<file path="config.mk">
export PLATFORM = sky130hd
export DESIGN_NAME = mcls_modem_line
export DESIGN_NICKNAME = d
export VERILOG_FILES = /design/src/mcls_pkg.sv /design/src/mcls_modem_line.sv
export SDC_FILE = /design/constraint.sdc
export NUM_CORES = 1
export LEC_CHECK = 0
export BUFFER_PORTS_ARGS = -buffer_cell sky130_fd_sc_hd__buf_2
export CORE_UTILIZATION = 39
export CTS_BUF_LIST = sky130_fd_sc_hd__clkbuf_8
export DETAILED_ROUTE_END_ITERATION = 12
export HOLD_SLACK_MARGIN = 0.05
export PLACE_DENSITY = 0.75
export SETUP_SLACK_MARGIN = 0.1
export SLEW_MARGIN = 10
export SYNTH_ARGS = -nofsm -noshare
export SYNTH_HDL_FRONTEND = slang
export SYNTH_SLANG_ARGS = --single-unit
</file>
<file path="constraint.sdc">
create_clock -name i_clock -period 1.1 [get_ports i_clock]
set_clock_uncertainty 0.1 [all_clocks]
set_input_delay 0.22 -clock i_clock [delete_from_list [all_inputs] [get_ports i_clock]]
set_output_delay 0.22 -clock i_clock [all_outputs]
set_load 0.01 [all_outputs]
</file>
<file path="src/mcls_pkg.sv">
// Purpose: Shared constants and types for the modem control / line status block
// Assumes: Byte-wide host register port with a 3-bit address
// Notes:   Control register reset value, write mask and field layouts live here

package mcls_pkg;

  // ----------------------------------------------------------------
  // Register map
  // ----------------------------------------------------------------
  localparam logic [2:0] MCLS_ADDR_MODEM_INTERFACE_CONTROL = 3'h4;
  localparam logic [2:0] MCLS_ADDR_LINE_CONDITION_STATUS   = 3'h5;

  localparam logic [7:0] MCLS_MIC_RESET      = 8'h00;
  localparam logic [7:0] MCLS_MIC_WRITE_MASK = 8'h1f;
  localparam logic [7:0] MCLS_UNMAPPED_READ  = 8'h00;

  // ----------------------------------------------------------------
  // Field layouts
  // ----------------------------------------------------------------
  typedef struct packed {
    logic [2:0] unused;
    logic       local_loopback_select;
    logic       host_irq_output_enable;
    logic       general_output_one;
    logic       rts;
    logic       dtr;
  } mcls_mic_t;

  typedef struct packed {
    logic zero;
    logic transmitter_fully_empty;
    logic hold_empty;
    logic break_flag;
    logic framing_fault_flag;
    logic parity_fault_flag;
    logic overrun_flag;
    logic data_ready;
  } mcls_lcs_t;

  // Receive event from the receiver datapath
  typedef struct packed {
    logic load;
    logic stop_bad;
    logic parity_bad;
    logic break_seen;
  } mcls_rx_evt_t;

  // Modem status lines
  typedef struct packed {
    logic dcd;
    logic ri;
    logic dsr;
    logic cts;
  } mcls_modem_t;

endpackage

</file>
<file path="src/mcls_modem_line.sv">
// Purpose: Modem interface control and line condition status registers
// Assumes: One 10 MHz clock; host strobes are one-cycle pulses, synchronous
// Notes:   Read data is registered and valid the cycle after the read strobe
//
// Behaviour
// - Irq enable set: drive host interrupt pin
// - Irq enable clear: host interrupt pin floats
// - Output one only feeds loopback ring input
// - Writing request-to-send one asserts it
// - Writing request-to-send zero deasserts it
// - Modem control register at address four
// - Eight-bit read-only line status at five
// - Bad stop bit sets framing flag
// - Failed parity check sets parity flag
// - Unread buffer overwritten sets overrun flag

module mcls_modem_line (
  // Clock and reset
  input  wire logic                  i_clock,
  input  wire logic                  i_rst_n,
  // Host register port
  input  wire logic                  i_cs,
  input  wire logic                  i_rd,
  input  wire logic                  i_wr,
  input  wire logic [2:0]            i_addr,
  input  wire logic [7:0]            i_wdata,
  output logic      [7:0]            o_rdata,
  // Transmit and receive datapath
  input  wire logic                  i_hold_empty,
  input  wire logic                  i_shift_empty,
  input  wire logic                  i_data_ready,
  input  wire mcls_pkg::mcls_rx_evt_t i_rx_evt,
  input  wire logic                  i_tx_serial,
  input  wire logic                  i_rx_serial_pin,
  output logic                       o_rx_serial,
  output logic                       o_loopback,
  // Modem lines
  input  wire mcls_pkg::mcls_modem_t i_modem_pins,
  output mcls_pkg::mcls_modem_t      o_modem_status,
  output logic                       o_rts,
  output logic                       o_dtr,
  // Host interrupt pin
  input  wire logic                  i_irq_request,
  output logic                       o_host_interrupt_pin,
  output logic                       o_host_interrupt_pin_oe
);

  // ----------------------------------------------------------------
  // Decode
  // ----------------------------------------------------------------
  logic mic_wr;
  logic lcs_rd;
  logic any_rd;

  assign any_rd = i_cs & i_rd;
  assign mic_wr = i_cs & i_wr & (i_addr == mcls_pkg::MCLS_ADDR_MODEM_INTERFACE_CONTROL);
  assign lcs_rd = any_rd & (i_addr == mcls_pkg::MCLS_ADDR_LINE_CONDITION_STATUS);

  // ----------------------------------------------------------------
  // Modem interface control register
  // ----------------------------------------------------------------
  mcls_pkg::mcls_mic_t mic_q;
  mcls_pkg::mcls_mic_t mic_d;

  always_comb begin
    mic_d = mic_q;
    if (mic_wr) begin
      mic_d = i_wdata & mcls_pkg::MCLS_MIC_WRITE_MASK;
    end
  end

  always_ff @(posedge i_clock or negedge i_rst_n) begin
    if (!i_rst_n) begin
      mic_q <= mcls_pkg::MCLS_MIC_RESET;
    end else begin
      mic_q <= mic_d;
    end
  end

  assign o_rts      = mic_q.rts;
  assign o_dtr      = mic_q.dtr;
  assign o_loopback = mic_q.local_loopback_select;

  // ----------------------------------------------------------------
  // Loopback routing
  // ----------------------------------------------------------------
  // Output one has no pin; it only reaches the ring indicator in loopback
  always_comb begin
    if (mic_q.local_loopback_select) begin
      o_rx_serial            = i_tx_serial;
      o_modem_status.cts     = mic_q.rts;
      o_modem_status.dsr     = mic_q.dtr;
      o_modem_status.ri      = mic_q.general_output_one;
      o_modem_status.dcd     = mic_q.host_irq_output_enable;
    end else begin
      o_rx_serial            = i_rx_serial_pin;
      o_modem_status         = i_modem_pins;
    end
  end

  // ----------------------------------------------------------------
  // Host interrupt pin
  // ----------------------------------------------------------------
  logic irq_q;
  logic irq_d;

  always_comb begin
    irq_d = i_irq_request;
  end

  always_ff @(posedge i_clock or negedge i_rst_n) begin
    if (!i_rst_n) begin
      irq_q <= 1'b0;
    end else begin
      irq_q <= irq_d;
    end
  end

  assign o_host_interrupt_pin    = irq_q;
  assign o_host_interrupt_pin_oe = mic_q.host_irq_output_enable;

  // ----------------------------------------------------------------
  // Sticky receive error flags
  // ----------------------------------------------------------------
  // Set wins over the clear so an error landing on the read is kept
  logic frame_q, frame_d;
  logic parity_q, parity_d;
  logic oe_q, oe_d;
  logic bi_q, bi_d;

  always_comb begin
    frame_d = lcs_rd ? 1'b0 : frame_q;
    parity_d = lcs_rd ? 1'b0 : parity_q;
    oe_d = lcs_rd ? 1'b0 : oe_q;
    bi_d = lcs_rd ? 1'b0 : bi_q;
    if (i_rx_evt.load) begin
      if (i_rx_evt.stop_bad) begin
        frame_d = 1'b1;
      end
      if (i_rx_evt.parity_bad) begin
        parity_d = 1'b1;
      end
      if (i_data_ready) begin
        oe_d = 1'b1;
      end
      if (i_rx_evt.break_seen) begin
        bi_d = 1'b1;
      end
    end
  end

  always_ff @(posedge i_clock or negedge i_rst_n) begin
    if (!i_rst_n) begin
      frame_q <= 1'b0;
      parity_q <= 1'b0;
      oe_q <= 1'b0;
      bi_q <= 1'b0;
    end else begin
      frame_q <= frame_d;
      parity_q <= parity_d;
      oe_q <= oe_d;
      bi_q <= bi_d;
    end
  end

  // ----------------------------------------------------------------
  // Line condition status and read data
  // ----------------------------------------------------------------
  mcls_pkg::mcls_lcs_t lcs;
  logic [7:0]          rdata_q;
  logic [7:0]          rdata_d;

  always_comb begin
    lcs.zero                    = 1'b0;
    lcs.transmitter_fully_empty = i_hold_empty & i_shift_empty;
    lcs.hold_empty              = i_hold_empty;
    lcs.break_flag              = bi_q;
    lcs.framing_fault_flag      = frame_q;
    lcs.parity_fault_flag       = parity_q;
    lcs.overrun_flag            = oe_q;
    lcs.data_ready              = i_data_ready;
  end

  always_comb begin
    rdata_d = rdata_q;
    if (any_rd) begin
      case (i_addr)
        mcls_pkg::MCLS_ADDR_MODEM_INTERFACE_CONTROL: rdata_d = mic_q;
        mcls_pkg::MCLS_ADDR_LINE_CONDITION_STATUS:   rdata_d = lcs;
        default:                                     rdata_d = mcls_pkg::MCLS_UNMAPPED_READ;
      endcase
    end
  end

  always_ff @(posedge i_clock or negedge i_rst_n) begin
    if (!i_rst_n) begin
      rdata_q <= 8'h00;
    end else begin
      rdata_q <= rdata_d;
    end
  end

  assign o_rdata = rdata_q;
endmodule

</file>
# After elaboration in Yosys (flattened, before gate mapping)
# Cells that the tools add are included.
# word_totals
word_cells,33
inputBits,30
mem_bits_ro,0
reg_bits,18
n_memories,0
out_inout_bits,18
latch_bits,0
mem_bits_rw,0
# op_classes
addsub,0
n_lt_le_gt_ge,0
n_mul,0
eq_ne,2
shifts,0
div_mod_pow,0
bitwise,5
muxes,15
n_reduce_logical,0
# op_table
op,n
7-bit case mux with 2 select lines,1
1-bit two-way mux,13
3-bit equality test (second input constant),2
1-bit AND,5
4-bit two-way mux,1

# Longest topological paths before layout
# Gate-level depths: netlist of run 1.
# depth
depth_word,5
mapped_depth,4
mapped_depth_nobuf,3

# Worst setup path after synthesis of run 1
# Ideal clock, no wire load.
# synth_timing
path_type,register to output
start,register mic_q (netlist bit o_loopback)
end,output o_modem_status[0] (netlist bit)
t_arrival_ps,1012
path_slack_ps,-232
stages_incl_launch_ff,3
n_path_buf,1
required_ps,780
path_cell_list,dfrtp_1 clkbuf_1 mux2_2
# synth_rtl
element,line_no,text
start: declaration,mcls_modem_line.sv:62,mcls_pkg::mcls_mic_t mic_q;
start signal: assignment,mcls_modem_line.sv:74,mic_q <= mcls_pkg::MCLS_MIC_RESET;
start signal: assignment,mcls_modem_line.sv:76,mic_q <= mic_d;
end: declaration,mcls_modem_line.sv:39,"output mcls_pkg::mcls_modem_t o_modem_status,"

==> results by group, run 1 <==
CTS
  – CTS H-tree depth: 1
  – Worst-path clk slew: 70 ps
  – Root Driver: clkbuf_8
  – CTS tree: yes
  – CTS sink count: 17
  – Clock Path Buffers: 2
  – Clk Latency, worst-skew pair: 240 ps
  – CTS buffer count: 3

Die
  – IO Count: 48
  – Die width: 46.96 µm
  – Initial Util: 43.75%
  – Total core area: 0.001802 mm²
  – Standard-cell rows: 15
  – Die Area: 0.002205 mm²
  – Die height: 46.96 µm

STA
  – Unrepaired setup endpoints after global routing: yes
  – Max Slew Vio Count: 0
  – Finish-stage setup viols: 14
  – Setup_tns: -2480 ps
  – Final worst setup slack: -399.0 ps
  – Final Critical Period: 1499 ps
  – Highest clock rate: 667.1 MHz
  – Final Hold Vio Count: 0
  – Final Cycle Share: 136.3%

Global routing
  – Vias in the first global route: 665
  – Largest net degree at the start of global routing: 18
  – GRT overflow: 0
  – GRT Total Usage: 19.77%
  – Initial antenna violation count: 0
  – Global-route wire length before repair: 2932 µm

Worst setup path
  – Startpoint types: flop
  – CP max FO: 7
  – CP endpoint kind: primary output
  – Critical path type: flop to primary output
  – Buf/Inv on CP: 1
  – Reg2reg path depth: 2
  – CP endpoint: o_modem_status[3]
  – Crit path launch: o_loopback
  – CP delay by family, top: flip-flops
  – Required @ worst endpoint: 780 ps
  – RR Startpoint: o_loopback
  – CP arrival: 1180 ps
  – Worst R2R Setup Slack: -60 ps
  – Cell Chain, Critical Path: mux2_4, buf_6
  – Capture point of the worst reg-to-reg path: o_rdata[4]
  – CP peak stage delay: 490 ps
  – WP depth: 2
  – CP max-delay cell: dfrtp_2

Finish
  – Multi-input gate area: 347.8 µm²
  – Nets: 144
  – Share of cells above drive strength 1: 66.37%
  – N_diodes: 0
  – Register area: 426.7 µm²
  – Non-filler cells, final: 138
  – Synthesis-to-layout area growth: 64.44%
  – # fillers: 152

Yosys
  – Post-synthesis sequential area ratio: 53.97%
  – Distinct cells, synth: 18
  – Synth Register Bits: 17
  – Yosys warns: 0
  – Cells after Synth: 54
  – Net Count, Synth: 84
  – Syn avg cell area: 14.60 µm²
  – Netlist Area Pre-Place: 788.3 µm²

Place
  – GPL Wtd Cong: 0.7402
  – Port Buf Inserts: 43
  – Inst Count DP: 127
  – Detailed placer's ending HPWL: 1380 µm

Run status
  – Failing checks: negative setup slack
  – Outcome: complete, but fails checks

Route
  – DR WL/cell: 13.72 µm
  – Drc violations: 0
  – Via count: 688
  – Initial drt markers: 6
  – Antenna viol nets, final: 0
  – Drt total wl: 1893 µm
  – First-pass DRT Iterations: 4
  – Vias/cell: 4.986

Power and ir drop
  – Pwr Density: 1479 mW/mm²
  – Leakage: 0.0006823 µW
  – Maximum vdd drop: 0.7663 mV

Hold path
  – Hold crit path type: input pin to flop

Job
  – Max-Cap Viols: 0
[where the power goes]
| part | switching (µW) | internal, µW |
|---|---|---|
| clock network | 200 | 247 |
| registers | 70.2 | 702 |
| logic | 227 | 471 |
[worst reg2reg max path, cell delays in order, from the launching register on]
cell	delay (ps)
dfrtp_2	490
buf_4	170
a221o_1	300
[sequential cells by signal, indices dropped and copies added, names as in the netlist]
signal and count:
bi_q 1, frame_q 1, mic_q 1, o_dtr 1, o_host_interrupt_pin 1, o_host_interrupt_pin_oe 1
o_loopback 1, o_rdata 7, o_rts 1, oe_q 1, parity_q 1
[layout by cell type (no fill, tap or decap)]
cell type | netlist | routed
nand4_1 | 1 | 1
buf_2 | 0 | 31
mux2_4 | 5 | 10
and2_1 | 5 | 5
dlygate4sd3_1 | 0 | 2
buf_6 | 2 | 20
nor3b_2 | 1 | 1
nor2b_4 | 1 | 1
and4_4 | 1 | 1
a22o_2 | 1 | 1
dfrtp_2 | 0 | 1
inv_1 | 0 | 1
buf_4 | 1 | 6
nand2_1 | 1 | 1
clkbuf_8 | 0 | 3
a221o_1 | 5 | 5
a22o_1 | 4 | 4
dfrtp_1 | 17 | 16
and4b_1 | 1 | 1
conb_1 | 1 | 1
a32o_1 | 1 | 1
[stage by stage]
stage / setup slack, ps / util [%] / hold WS (ps) / instance area (µm²) / power, µW
2_1_floorplan: -95.86 / - / -175.6 / 817.0 / 1044
3_3_place_gp: -228.2 / 60.35 / 50.54 / 1087 / 1272
3_5_place_dp: -240.3 / 60.35 / 59.73 / 1087 / 1284
4_1_cts: -404.3 / 69.58 / 88.57 / 1254 / 1884
5_1_grt: -440.7 / 71.94 / 99.73 / 1296 / 2025
6_report: -399.0 / 71.94 / 92.92 / 1296 / 1917
[Yosys cell counts]
library cell | number | share of area [%]
a221o_1 | 5 | 6.3
a22o_1 | 4 | 4.4
a22o_2 | 1 | 1.3
a32o_1 | 1 | 1.3
and2_1 | 5 | 4.0
and4_4 | 1 | 1.4
and4b_1 | 1 | 1.3
buf_4 | 1 | 0.95
buf_6 | 2 | 2.9
clkbuf_1 | 1 | 0.48
conb_1 | 1 | 0.48
dfrtp_1 | 17 | 54
mux2_2 | 5 | 7.1
mux2_4 | 5 | 9.5
nand2_1 | 1 | 0.48
nand4_1 | 1 | 0.79
nor2b_4 | 1 | 1.7
nor3b_2 | 1 | 1.6
[cells by family after synthesis]
family          count (synthesis)  share of synthesized area, %
simple gates                   11                         11.27
buf+inv                         4                         4.285
flops                          17                         53.97
other cells                     1                        0.4757
compound gates                 11                         13.33
mux                            10                         16.67
[timing repair]
item | 4_1_cts | 5_1_grt
hold endpoints to repair | 18 | 0
resized for setup | 17 | 6
buffers inserted | 2 | 5
setup endpoints to repair | 27 | 27
hold buffers | 2 | 0
pin swaps | 2 | 3
[how the worst min path moves through the flow]
stage | start | endpoint | slack [ps] | depth (start not counted)
after floorplan | i_rst_n | bi_q | -180 | 0
after global placement | i_rst_n | o_rdata[5] | 50 | 1
after detailed placement | i_rst_n | o_rdata[6] | 60 | 1
after CTS | i_rx_evt[0] | bi_q | 90 | 2
after global routing | i_wdata[4] | o_loopback | 100 | 2
final | i_rx_evt[0] | bi_q | 90 | 2
[layer usage]
layer / up-vias / wire, µm / global-route usage, %
met2: 33 / 1001 / 34.17
met3: 2 / 100 / 4.231
li1: 321 / - / -
met4: 0 / 27 / 10.29
met1: 332 / 763 / 22.98
met5: - / 0 / 0
[final cells by class]
cell class / count / share of cell area [%]
clock inverters: 1 / 0.2896
clock buffers: 3 / 3.185
repair buffers: 59 / 34.36
multi-input cells: 33 / 26.83
flip-flops and latches: 17 / 32.92
well taps: 25 / 2.413
No activity file was read; power rests on OpenSTA's default activity.
==> run 2, diff against run 1 <==
- MAX_ROUTING_LAYER: not set -> met4
- SETUP_SLACK_MARGIN: 0.1 -> 0.05
==> results by group, run 2 (synthesized netlist as in run 1, its figures left out) <==
Power and ir drop
  – Pint: 1406 µW
  – Power share of the sequential group: 40.8%
  – Leakage: 0.0006818 µW
  – Logic pwr share: 35.6%
  – Clock power share: 23.6%
  – Maximum vdd drop: 0.7803 mV
  – Sw frac: 26.21%
  – Psw: 499.3 µW
  – Pwr Density: 1476 mW/mm²
  – Pwr Total: 1905 µW

STA
  – Final Critical Period: 1506 ps
  – Final Hold Vio Count: 0
  – Highest clock rate: 664.2 MHz
  – Max Slew Vio Count: 0
  – Final worst setup slack: -405.6 ps
  – Unrepaired setup endpoints after global routing: yes
  – Finish-stage setup viols: 11
  – Final Cycle Share: 136.9%

Global routing
  – GRT met2 Usage: 31.94%
  – M1 GR Usage: 25.67%
  – M3 GR Usage: 2.308%
  – Initial antenna violation count: 0
  – Global-route wire length before repair: 2918 µm
  – Vias in the first global route: 697
  – Grt peak-use layer: met2
  – GRT overflow: 0
  – GRT Total Usage: 19.62%
  – Largest net degree at the start of global routing: 18

Worst setup path
  – Required @ worst endpoint: 780 ps
  – CP delay by family, top: flip-flops
  – CP endpoint kind: primary output
  – CP max FO: 8
  – CP peak stage delay: 490 ps
  – Critical path type: flop to primary output
  – CP max-delay cell: dfrtp_2
  – Startpoint types: flop
  – CP arrival: 1190 ps
  – Buf/Inv on CP: 1
  – Cell Chain, Critical Path: mux2_4, buf_6

CTS
  – Root Driver: clkbuf_8
  – Clock Path Buffers: 2
  – CTS sink count: 17
  – CTS H-tree depth: 1
  – CTS buffer count: 3
  – Worst-path clk slew: 70 ps
  – CTS tree: yes
  – Clk Latency, worst-skew pair: 240 ps

Place
  – Placed cell areas: 0.001087 mm²
  – Detailed placer's ending HPWL: 1401 µm
  – GPL Wtd Cong: 0.7289
  – Port Buf Inserts: 43

Die
  – Die width: 46.96 µm
  – Initial Util: 43.75%
  – Die Area: 0.002205 mm²
  – Die height: 46.96 µm
  – Total core area: 0.001802 mm²
  – Standard-cell rows: 15
  – IO Count: 48

Run status
  – Failing checks: negative setup slack
  – Outcome: complete, but fails checks

Hold path
  – Hold crit path type: input pin to flop

Finish
  – # fillers: 133
  – Commonest non-fill, non-tap cells in the layout: buf_2 (31), buf_6 (19), dfrtp_1 (16), mux2_4 (10), buf_4 (6)
  – Synthesis-to-layout area growth: 63.81%
  – Nets: 143
  – Max reg flops: 7
  – Design Area, Final: 0.001291 mm²
  – Share of cells above drive strength 1: 66.07%
  – Register area: 426.7 µm²
  – Commonest non-fill, non-tap cell in the layout: buf_2
  – N_diodes: 0
  – Multi-input gate area: 354.1 µm²

Route
  – First-pass DRT Iterations: 4
  – Antenna viol nets, final: 0
  – Vias/cell: 5.044
  – Initial drt markers: 3
  – Via count: 691
  – DR WL/cell: 13.70 µm
  – Drt total wl: 1877 µm
  – Drc violations: 0

Job
  – Max-Cap Viols: 0
run 2: cell count changes in the layout (fill, tap and decap cells not counted):
cell	before	now
nor3b_2	1	0
nor3b_4	0	1
buf_6	20	19
run 2: path summary, 6_finish.rpt:
| kind | to | startpoint | cells past startpoint | slack [ps] |
|---|---|---|---|---|
| min in group asynchronous | o_rdata[6] | i_rst_n | 2 | 330 |
| max in group asynchronous | o_loopback | i_rst_n | 2 | 270 |
| hold / removal | bi_q | i_rx_evt[0] | 2 | 90 |
| setup reg to reg | o_rdata[4] | o_loopback | 3 | -170 |
| setup / recovery | o_modem_status[3] | o_loopback | 2 | -410 |
| hold reg to reg | o_rdata[6] | o_rdata[6] | 1 | 390 |
run 2: worst reg2reg max path, cell delays in order, from the launching register on:
cell and delay (ps):
dfrtp_2 490, buf_4 170, buf_6 100, a221o_1 300
run 2: layer usage:
layer | up-vias | wire [µm]
met5 | - | 0
met4 | 0 | 0
met3 | 0 | 111
met2 | 37 | 935
met1 | 333 | 830
li1 | 321 | -
run 2: repair_timing:
action                                 in CTS  in global routing
resized for setup                          14                  8
endpoints found under the hold margin      18                  0
hold buffers                                2                  0
buffers inserted                            3                  2
setup endpoints to repair                  21                 27
pin swaps                                   2                  1
run 2: power by group through the flow:
stage                     Clock (µW)  Combinational (µW)  Sequential, µW
final                            449                 679             777
after global routing             496                 723             785
after CTS                        458                 666             773
after detailed placement           0                 510             777
after global placement             0                 501             772
after floorplan                    0                 258             786
run 2: area by class of cell:
type / instances / area share, %
sequential: 17 / 33.04
clock inverter: 1 / 0.2907
tap: 25 / 2.422
clock buffer: 3 / 3.198
timing repair buffer: 58 / 33.62
multi-input combinational: 33 / 27.42
run 2: per-stage QoR:
| stage | cells | hold WS (ps) | utilization (%) | TNS [ps] | setup slack [ps] |
|---|---|---|---|---|---|
| finish | 137 | 94.63 | 71.67 | -2601 | -405.6 |
| global route | 137 | 90.79 | 71.67 | -3061 | -438.3 |
| CTS | 136 | 96.45 | 69.10 | -2663 | -409.1 |
| detailed placement | 127 | 64.96 | 60.35 | -3568 | -246.2 |
| global placement | 127 | 52.20 | 60.35 | -3271 | -224.3 |
| floorplan | 54 | -175.6 | - | -880.3 | -95.86 |
==> run 3, diff against run 2 <==
- CORE_MARGIN: not set -> 10
==> results by group, run 3 (synthesized netlist as in run 1, its figures left out) <==
Power and ir drop
  – Maximum vdd drop: 1.364 mV
  – Pwr Density: 1522 mW/mm²
  – Logic pwr share: 37.3%
  – Sw frac: 27.75%
  – Clock power share: 24.1%
  – Pint: 1444 µW
  – Power share of the sequential group: 38.6%
  – Psw: 554.7 µW
  – Leakage: 0.0006910 µW

Hold path
  – Hold crit path type: input pin to flop

Finish
  – Final core utilization: 67.65%
  – Synthesis-to-layout area growth: 66.67%
  – Share of cells above drive strength 1: 66.96%
  – N_diodes: 0
  – Max reg flops: 7
  – Commonest non-fill, non-tap cells in the layout: buf_2 (31), buf_6 (20), dfrtp_1 (16), mux2_4 (10), buf_4 (8)
  – Nets: 146
  – Commonest non-fill, non-tap cell in the layout: buf_2
  – # fillers: 153

Worst setup path
  – CP arrival: 1200 ps
  – Cell Chain, Critical Path: mux2_4, buf_6
  – CP peak stage delay: 490 ps
  – CP max FO: 7
  – CP endpoint kind: primary output
  – Worst R2R Setup Slack: -190 ps
  – Startpoint types: flop
  – Critical path type: flop to primary output
  – Required @ worst endpoint: 780 ps
  – CP max-delay cell: dfrtp_2

STA
  – Max Slew Vio Count: 0
  – Highest clock rate: 658.6 MHz
  – Final worst setup slack: -418.4 ps
  – Hold slack: 89.23 ps
  – Unrepaired setup endpoints after global routing: yes
  – Finish-stage setup viols: 15
  – Final Critical Period: 1518 ps
  – Final Cycle Share: 138.0%
  – Final Hold Vio Count: 0

Global routing
  – Initial antenna violation count: 0
  – GRT overflow: 0
  – Global-route wire length before repair: 4098 µm
  – Vias in the first global route: 847
  – Largest net degree at the start of global routing: 18
  – GRT Total Usage: 12.93%

Die
  – Total core area: 0.001942 mm²
  – Die Area: 0.004219 mm²
  – Die width: 64.96 µm
  – Standard-cell rows: 16
  – Die height: 64.96 µm
  – IO Count: 48
  – Initial Util: 40.59%

CTS
  – CTS tree: yes
  – Worst-path clk slew: 70 ps
  – Clock Path Buffers: 2
  – CTS sink count: 17
  – Clk Latency, worst-skew pair: 260 ps
  – CTS buffer count: 3
  – CTS H-tree depth: 1
  – Root Driver: clkbuf_8

Run status
  – Outcome: complete, but fails checks
  – Failing checks: negative setup slack

Route
  – Drc violations: 0
  – Via count: 707
  – First-pass DRT Iterations: 4
  – Drt total wl: 2554 µm
  – Initial drt markers: 7
  – DR WL/cell: 17.99 µm
  – Antenna viol nets, final: 0
  – Vias/cell: 4.979

Place
  – Port Buf Inserts: 43
  – GPL Wtd Cong: 0.7826
  – Detailed placer's ending HPWL: 1757 µm

Job
  – Max-Cap Viols: 0
-- run 3: cell types whose count changed in the layout (fill, tap and decap cells not counted) --
cell and delta:
nor3b_4 -1, nor3b_2 +1, buf_6 +1, buf_4 +2
-- run 3: final timing paths --
check	start	to	cells after the start
max	o_loopback	o_modem_status[0]	2
min	i_wdata[1]	o_rts	2
max reg2reg	o_loopback	o_rdata[4]	3
min reg2reg	frame_q	frame_q	1
max in group asynchronous	i_rst_n	o_loopback	2
min in group asynchronous	i_rst_n	o_rdata[0]	2
-- run 3: area by class of cell --
cell class	instances	area, µm²	area share [%]
Tap cell	27	33.78	2.571
Sequential cell	17	426.7	32.48
Multi-Input combinational cell	33	347.8	26.48
Timing Repair Buffer	61	460.4	35.05
Clock buffer	3	41.29	3.143
Clock inverter	1	3.754	0.2857
-- run 3: per-stage QoR --
step / setup TNS, ps / cells / cell area, µm² / setup slack [ps] / power [µW]
after global routing: -3491 / 142 / 1314 / -446.5 / 2083
after floorplan: -880.3 / 54 / 817.0 / -95.86 / 1044
after CTS: -2874 / 139 / 1262 / -410.5 / 1952
final: -2943 / 142 / 1314 / -418.4 / 1999
after detailed placement: -3713 / 129 / 1090 / -255.4 / 1294
after global placement: -3331 / 129 / 1090 / -241.8 / 1277
-- run 3: routing by layer --
metal	up-vias	GRT usage, %	wire length [µm]
met1	346	15.08	1119
li1	324	-	-
met2	31	19.70	1226
met3	6	4.811	146
met4	0	5.080	61
met5	-	-	0
-- run 3: repair_timing --
action | CTS | global route
buffers inserted | 5 | 4
pin swaps | 3 | 2
hold buffers | 2 | 0
endpoints found under the hold margin | 18 | 0
setup endpoints to repair | 26 | 27
resized for setup | 17 | 6
-- run 3: critical path, delay by kind of cell (launching register included) --
| family | cells | cell delay (ps) |
|---|---|---|
| buffers and inverters | 1 | 120 |
| DFF | 1 | 490 |
| muxes | 1 | 330 |
-- run 3: power groups by stage --
stage	Sequential [µW]	Combinational (µW)	Clock [µW]
3_5_place_dp	777	517	0
2_1_floorplan	786	258	0
6_report	772	745	482
4_1_cts	770	706	475
3_3_place_gp	773	504	0
5_1_grt	782	799	501
